## src/design/ipc_pkg.sv

```systemverilog
// Purpose: constants for the input polarity control register pair
// Assumes: byte-wide registers written and read through an internal byte port
// Notes: offsets are the byte numbers of the management register file
package ipc_pkg;
   localparam logic [7:0] IPC_OFS_OE_POL = 8'h12;
   localparam logic [7:0] IPC_OFS_PD_POL = 8'h13;
   localparam int IPC_BIT_EN1 = 1;
   localparam int IPC_BIT_EN2 = 3;
   localparam int IPC_BIT_EN3 = 5;
   localparam int IPC_BIT_EN4 = 6;
   localparam int IPC_BIT_PD = 0;
   localparam logic [7:0] IPC_OE_POL_RST = 8'h00;
   localparam logic [7:0] IPC_PD_POL_RST = 8'h00;
   localparam logic [7:0] IPC_OE_POL_MASK = 8'h6a;
   localparam logic [7:0] IPC_PD_POL_MASK = 8'h01;
   localparam logic [1:0] IPC_STOP_LOW_LOW = 2'h0;
   localparam logic [1:0] IPC_STOP_HIZ_HIZ = 2'h1;
   localparam logic [1:0] IPC_STOP_HIGH_LOW = 2'h2;
   localparam logic [1:0] IPC_STOP_LOW_HIGH = 2'h3;
   typedef struct packed {
      logic [7:0] oe_pol;
      logic [7:0] pd_pol;
      logic [7:0] rdata;
      logic [3:0] en;
      logic power_down;
      logic [3:0] leg_true;
      logic [3:0] leg_comp;
      logic [3:0] leg_oe_n;
   } ipc_state_t;
endpackage : ipc_pkg

```

## src/design/ipc_stop_leg.sv

```systemverilog
// Purpose: level of one differential pair's legs given enable and stop field
// Assumes: clock_in is the running clock level for the pair
// Notes: oe_n low means the leg is driven
`timescale 1ns/1ns
module ipc_stop_leg
   import ipc_pkg::*;
(
   // control
   input wire logic enabled,
   input wire logic [1:0] stop_field,
   input wire logic clock_in,
   // legs
   output logic leg_true,
   output logic leg_comp,
   output logic leg_oe_n
);
   always_comb
   begin
      leg_true = clock_in;
      leg_comp = ~clock_in;
      leg_oe_n = 1'b0;
      if (!enabled)
      begin
         case (stop_field)
            IPC_STOP_LOW_LOW:
            begin
               leg_true = 1'b0;
               leg_comp = 1'b0;
            end
            IPC_STOP_HIZ_HIZ:
            begin
               leg_true = 1'b0;
               leg_comp = 1'b0;
               leg_oe_n = 1'b1;
            end
            IPC_STOP_HIGH_LOW:
            begin
               leg_true = 1'b1;
               leg_comp = 1'b0;
            end
            default:
            begin
               leg_true = 1'b0;
               leg_comp = 1'b1;
            end
         endcase
      end
   end
endmodule : ipc_stop_leg

```

## src/design/ipc_polarity_regs.sv

```systemverilog
// Purpose: polarity registers for four output enables and the power-good input
// Assumes: byte port from the serial management engine, inputs synchronous
// Notes: outputs are registered, one clock behind their inputs; the legs trail the enable pins by two
`timescale 1ns/1ns
// Notes on behaviour
// - bit 6 of the enable polarity register makes enable four active high when set.
// - bit 1 of that register makes enable one active high when set.
// - bits 5 and 3 make enables three and two active high when set, reset zero.
// - bit 0 of the power polarity register makes power down happen on a high input when set.
// - a disabled pair drives the legs chosen by the two-bit stop state field.
module ipc_polarity_regs
   import ipc_pkg::*;
(
   // clock and reset
   input wire logic sys_clk,
   input wire logic nrst,
   // register byte port
   input wire logic reg_wr,
   input wire logic reg_rd,
   input wire logic [7:0] reg_addr,
   input wire logic [7:0] reg_wdata,
   output logic [7:0] reg_rdata,
   // pins and clock source
   input wire logic output_enable_one,
   input wire logic output_enable_two,
   input wire logic output_enable_three,
   input wire logic output_enable_four,
   input wire logic power_good_power_down_input,
   input wire logic [1:0] disabled_output_state_field,
   input wire logic [3:0] clock_level,
   // results
   output logic [3:0] output_enabled,
   output logic power_down,
   output logic [3:0] differential_clock_output_true,
   output logic [3:0] differential_clock_output_comp,
   output logic [3:0] differential_clock_output_oe_n
);
   import ipc_pkg::*;

   ipc_state_t st_reg;
   ipc_state_t st_next;
   logic [3:0] pin_en;
   logic [3:0] lvl_sel;
   logic [3:0] leg_t;
   logic [3:0] leg_c;
   logic [3:0] leg_z;

   ////////////////////////////////////////////////////////////////////////
   assign pin_en = {output_enable_four, output_enable_three,
                    output_enable_two, output_enable_one};
   assign lvl_sel = {st_reg.oe_pol[IPC_BIT_EN4], st_reg.oe_pol[IPC_BIT_EN3],
                     st_reg.oe_pol[IPC_BIT_EN2], st_reg.oe_pol[IPC_BIT_EN1]};

   // legs follow the registered enable so they never glitch on a pin edge
   generate
      for (genvar i = 0; i < 4; i++)
      begin : g_leg
         ipc_stop_leg u_leg (
            .enabled(st_reg.en[i]),
            .stop_field(disabled_output_state_field),
            .clock_in(clock_level[i]),
            .leg_true(leg_t[i]),
            .leg_comp(leg_c[i]),
            .leg_oe_n(leg_z[i])
         );
      end
   endgenerate

   ////////////////////////////////////////////////////////////////////////
   always_comb
   begin
      st_next = st_reg;
      if (reg_wr && reg_addr == IPC_OFS_OE_POL)
      begin
         st_next.oe_pol = reg_wdata & IPC_OE_POL_MASK;
      end
      if (reg_wr && reg_addr == IPC_OFS_PD_POL)
      begin
         st_next.pd_pol = reg_wdata & IPC_PD_POL_MASK;
      end
      if (reg_rd)
      begin
         case (reg_addr)
            IPC_OFS_OE_POL: st_next.rdata = st_reg.oe_pol;
            IPC_OFS_PD_POL: st_next.rdata = st_reg.pd_pol;
            default: st_next.rdata = 8'h00;
         endcase
      end
      // xnor: selected level equal to pin means enabled
      st_next.en = ~(pin_en ^ lvl_sel);
      st_next.power_down =
         ~(power_good_power_down_input ^ st_reg.pd_pol[IPC_BIT_PD]);
      st_next.leg_true = leg_t;
      st_next.leg_comp = leg_c;
      st_next.leg_oe_n = leg_z;
      if (!nrst)
      begin
         st_next = '0;
         st_next.oe_pol = IPC_OE_POL_RST;
         st_next.pd_pol = IPC_PD_POL_RST;
         st_next.leg_oe_n = 4'hf;
      end
   end

   always_ff @(posedge sys_clk)
   begin
      st_reg <= st_next;
   end

   ////////////////////////////////////////////////////////////////////////
   assign reg_rdata = st_reg.rdata;
   assign output_enabled = st_reg.en;
   assign power_down = st_reg.power_down;
   assign differential_clock_output_true = st_reg.leg_true;
   assign differential_clock_output_comp = st_reg.leg_comp;
   assign differential_clock_output_oe_n = st_reg.leg_oe_n;

   // per pair leg checks; each pair sees the shared stop field one edge late
   generate
      for (genvar p = 0; p < 4; p++)
      begin : g_leg_chk

      end
   endgenerate
endmodule : ipc_polarity_regs

```

## config.mk

```make
export PLATFORM = sky130hd
export DESIGN_NAME = ipc_polarity_regs
export DESIGN_NICKNAME = d
export VERILOG_FILES = /design/src/design/ipc_pkg.sv /design/src/design/ipc_stop_leg.sv /design/src/design/ipc_polarity_regs.sv
export SDC_FILE = /design/constraint.sdc
export NUM_CORES = 1
export LEC_CHECK = 0
export BUFFER_PORTS_ARGS = -buffer_cell sky130_fd_sc_hd__buf_2
export CAP_MARGIN = 40
export CELL_PAD_IN_SITES_DETAIL_PLACEMENT = 0
export CELL_PAD_IN_SITES_GLOBAL_PLACEMENT = 1
export CORE_UTILIZATION = 31
export CTS_BUF_LIST = sky130_fd_sc_hd__clkbuf_2 sky130_fd_sc_hd__clkbuf_4 sky130_fd_sc_hd__clkbuf_8
export DETAILED_ROUTE_END_ITERATION = 7
export GPL_TIMING_DRIVEN = 0
export PLACE_DENSITY_LB_ADDON = 0.1
export SETUP_SLACK_MARGIN = 0.3
export SYNTH_ARGS = -nofsm -noshare
export SYNTH_HDL_FRONTEND = slang
export SYNTH_SLANG_ARGS = --single-unit
```

## constraint.sdc

```tcl
create_clock -name sys_clk -period 1.1 [get_ports sys_clk]
set_clock_uncertainty 0.15 [all_clocks]
set_input_delay 0.055 -clock sys_clk [delete_from_list [all_inputs] [get_ports sys_clk]]
set_output_delay 0.055 -clock sys_clk [all_outputs]
set_load 0.1 [all_outputs]
```

-- Yosys cells after proc, flatten, opt, wreduce, memory -nomap -nowiden
Index checks and enable logic that the tools add are counted.
- bits in registers: 30
- bits in latches: 0
- RAM bits: 0
- ROM bits: 0
- input bits: 31
- output and inout bits: 25
- logic and storage cells: 40
- memories kept: 0
- add/subtract/negate cells: 0
- multipliers: 0
- divide/modulo/power cells: 0
- magnitude comparators: 0
- equal/unequal tests: 4
- shift operators: 0
- mux-type cells: 16
- bitwise operators: 8
- reductions and logical operators: 4
- operators by type and width (operator ; number):
    $eq 8x5->1 const B ; 2
    $mux 1 ; 15
    $pmux 7 s2 ; 1
    $not 1->1 ; 5
    $not 4->4 ; 1
    $xor 4x4->4 ; 1
    $reduce_or 3->1 ; 1
    $eq 2x1->1 const B ; 1
    $eq 2x2->1 const B ; 1
    $logic_and 1x1->1 ; 2
    $logic_not 2->1 ; 1
    $xor 1x1->1 ; 1

-- Depth between registers and ports, before layout
- word-level depth: 4
- mapped depth: 4

-- By module
From an unflattened synthesis, not the netlist that was laid out.
- cell total of the unflattened synthesis: 138
- area, all modules: 1317.5 µm²
- by module, submodules not included (module ; times used ; cells each ; area each (µm²) ; seq. area each (µm²)):
    ipc_polarity_regs ; 1 ; 114 ; 1157.4 ; 540.5
    ipc_stop_leg ; 4 ; 6 ; 40.0 ; 0.0

-- Least setup slack after synthesis
OpenSTA, ideal clock, no wires.
- path kind: input-to-reg
- from: input port reg_addr[5]
- to: register st_reg, in the netlist lvl_sel[0]
- setup time: 72 ps
- arrival time: 903 ps
- setup slack: -25 ps
- stages: 4
- cell sequence: nor4b_4 and3_1 buf_6 mux2i_1
- word-level cells in the longest chain between the ends: 2
- RTL lines (item ; RTL line ; text):
    start: declaration ; ipc_polarity_regs.sv:20 ; input wire logic [7:0] reg_addr,
    $eq 8x5->1 ; ipc_polarity_regs.sv:73 ; if (reg_wr && reg_addr == IPC_OFS_OE_POL)
    $logic_and 1x1->1 ; ipc_polarity_regs.sv:73 ;
    end signal: assignment ; ipc_polarity_regs.sv:107 ; st_reg <= st_next;
    end: declaration ; ipc_polarity_regs.sv:40 ; ipc_state_t st_reg;
Every way passes these cells.
A chain may end at the register's enable or synchronous reset.

-- Worst setup path after layout
- from: register st_reg, in the netlist output_enabled[3]
- to: output port output_enabled[3]
- RTL lines (item ; RTL line ; text):
    end: declaration ; ipc_polarity_regs.sv:32 ; output logic [3:0] output_enabled,
No word-level cell between the ends.

==> flow_summary.ini <==
[routing]
drcViolationCount = 0
finalWirelength_mm = 2.56
ant_nets = 0
dr.pass1.iters = 5
drt_iter0_drc = 26
viasPerCell = 4.24
detail_route.wl_per_cell_um = 10.7
vias = 1014

[synth]
synth_cell_types = 18
yosys.area_share.simple_pct = 22.6
synth_top_family_by_area = simple AND/OR/NAND/NOR gates
yosys-mux-area-fraction_pct = 7.24
synth_cells = 129
synth_xor_area_share_pct = 3.52
synth_adder_area_share_pct = 0
postSynthAreaPerCell_um2 = 9.64
synth.cell_area_um2 = 1240
ys_seq_elements = 27
ys_warn_count = 0
yosysSeqAreaShare_pct = 43.5
synth_compound_area_share_pct = 6.24

[die]
placementRows = 22
die_h_um = 65.3
die_w_um = 65.3
start_util_pct = 33.2
die_area_um2 = 4270
core-area_um2 = 3740
num_io_pins = 56

[setup_path]
path_buf_inv = 2
worst_path_most_repeated_cell = buf_12
crit_fanout = 2
cp_top_family = flip-flops
end_kind = output pin
reg2reg_slack_ps = 80
path_cells = buf_12, buf_12
cpMaxStageDelayCell = dfxtp_4
crit_required_ps = 890
reg2reg_from = output_enabled[0]$_SDFF_PN0_
max_stage_delay_ps = 370
reg2reg_depth = 3
r2r_end = differential_clock_output_comp[0]$_SDFF_PN0_
crit_arrival_ps = 910
critPathKind = flop to output pin
startpoint_type = flop

[cells_and_area]
filler_cell_count = 331
mostFrequentLayoutCells = 26 x buf_12, 23 x buf_6, 22 x buf_2
drive_above_1_share_pct = 62.8
largest_reg_flops = 5
layout.nets = 223
diodes = 0
postLayoutCoreUtil_pct = 59.5
syn2layout_area_growth_pct = 79.0
multi_input_area_um2 = 541
final_common_cell = buf_12
regArea_um2 = 589

[worst_hold_path]
min_to = lvl_sel[0]$_SDFFE_PN0P_
worstHoldStart = reg_wdata[1]
hold_path_class = primary input to flop
min_path_cells = 3

[clocking]
clock_latency_ps = 270
hold_buffers = 2
cts_htree_levels = 1
clkTransAtPathRegs_ps = 100
clock_path_buffers = 2
cts_tree = yes
cts.sinks = 27
root_buffer = clkbuf_8
numCtsBuffers = 3

[global_route]
grt_usage_pct = 12.7
antenna_found_initial = 0
grt_first_pass_wirelength_mm = 4.07
grt_overflow = 0
grt_max_degree = 17
first_global_vias = 946

[power]
power_density_nw_per_um2 = 1070
ir_drop_mv = 0.961
clkPwrFrac_pct = 24.4
p_seq_share_pct = 43.3
intPower_uw = 1600
power_frac_comb_pct = 32.4
finalPower_uw = 2390
p_switching_uw = 786
p_sw_share_pct = 32.9
p_leak_uw = 0.000948

[timing]
worst_slack_ps = -16.8
fmax_mhz = 895
rsz0062_at_grt = true
fin_hold_ws_ps = -135
fin_crit_sh_pct = 102
fin_crit_ps = 1120
finalHoldViolations = 19
maxSlewViolCount = 0
setup_viol = 4

[place]
globalplace.congestion = 0.707
hpwl_mm = 1.88
io_buffers = 48

[run_status]
violations = hold timing, setup timing
status = complete, but fails checks

[job]
drv_cap = 0
## power groups by stage
stage	clock network, uW	logic, uW	registers (uW)
6_report	582	773	1030
5_1_grt	650	804	1040
4_1_cts	596	762	1040
3_5_place_dp	0	574	1050
3_3_place_gp	0	569	1050
2_1_floorplan	0	455	1060
## cells in the mapped netlist, drive strengths merged
master | n | area [um2]
nand2 | 15 | 56.3
nand3 | 1 | 5.00
nand2b | 7 | 43.8
o21ai | 8 | 40.0
and2 | 13 | 81.3
buf | 25 | 191
xnor2 | 5 | 43.8
clkbuf | 4 | 15.0
nand4 | 5 | 31.3
nor4bb | 1 | 10.0
nor4b | 2 | 47.6
mux2i | 9 | 90.1
conb | 1 | 3.75
a21boi | 5 | 37.5
and3 | 1 | 6.26
dfxtp | 27 | 541
## worst max-delay path by stage
stage	from	end	slack, ps	cells after the start
detailed placement	reg_addr[6]	lvl_sel[2]$_SDFFE_PN0P_	-270	5
finish	output_enabled[3]$_SDFF_PN0_	output_enabled[3]	-20	2
CTS	output_enabled[2]$_SDFF_PN0_	output_enabled[2]	-20	2
global route	output_enabled[0]$_SDFF_PN0_	output_enabled[0]	-50	2
floorplan	reg_addr[6]	lvl_sel[0]$_SDFFE_PN0P_	-20	4
global placement	reg_addr[6]	lvl_sel[1]$_SDFFE_PN0P_	-220	5
## per-layer routing
| layer | global-route usage (%) | up-vias | part of all wire, % |
|---|---|---|---|
| met1 | 12.9 | 455 | 37 |
| met2 | 24.5 | 35 | 55 |
| met3 | 4.34 | 2 | 6.2 |
| li1 | - | 522 | - |
| met5 | 0 | - | 0 |
| met4 | 2.45 | 0 | 0.78 |
## cell families after synthesis
kind of cell | after synthesis
XOR/XNOR | 5
buffers and inverters | 29
flip-flops | 27
AND/OR/NAND/NOR | 45
other | 1
AO/OA/AOI/OAI | 13
multiplexers | 9
## through the flow
stage          hold WS (ps)  cell area (um2)  setup TNS, ps  cells  worst slack, ps
2_1_floorplan          36.3             1320          -83.8    131            -21.0
3_3_place_gp            142             1620           -954    227             -219
3_5_place_dp            152             1620          -1280    227             -268
4_1_cts                -136             2190          -69.7    239            -20.1
5_1_grt                -128             2230           -331    239            -53.0
6_report               -135             2230          -56.1    239            -16.8
## cell type report
type | count | share of cell area [%]
Multi-Input combinational cell | 75 | 24.3
Buffer | 29 | 14.4
Timing Repair Buffer | 56 | 30.0
Tap cell | 48 | 2.70
Clock inverter | 1 | 0.337
Clock buffer | 3 | 1.85
Sequential cell | 27 | 26.5
## what timing repair did
action                     in CTS  in global routing
pin swaps                      10                  4
hold endpoints to repair       23                 18
setup endpoints to repair      45                 49
gates resized for setup       136                 11
setup buffers                   6                  0
## worst register-to-register path: stages, from the launching register on
cell	delay [ps]
dfxtp_4	370
buf_4	150
mux2i_1	110
and2_1	150
Note: power is estimated with default switching activity, not from simulation.
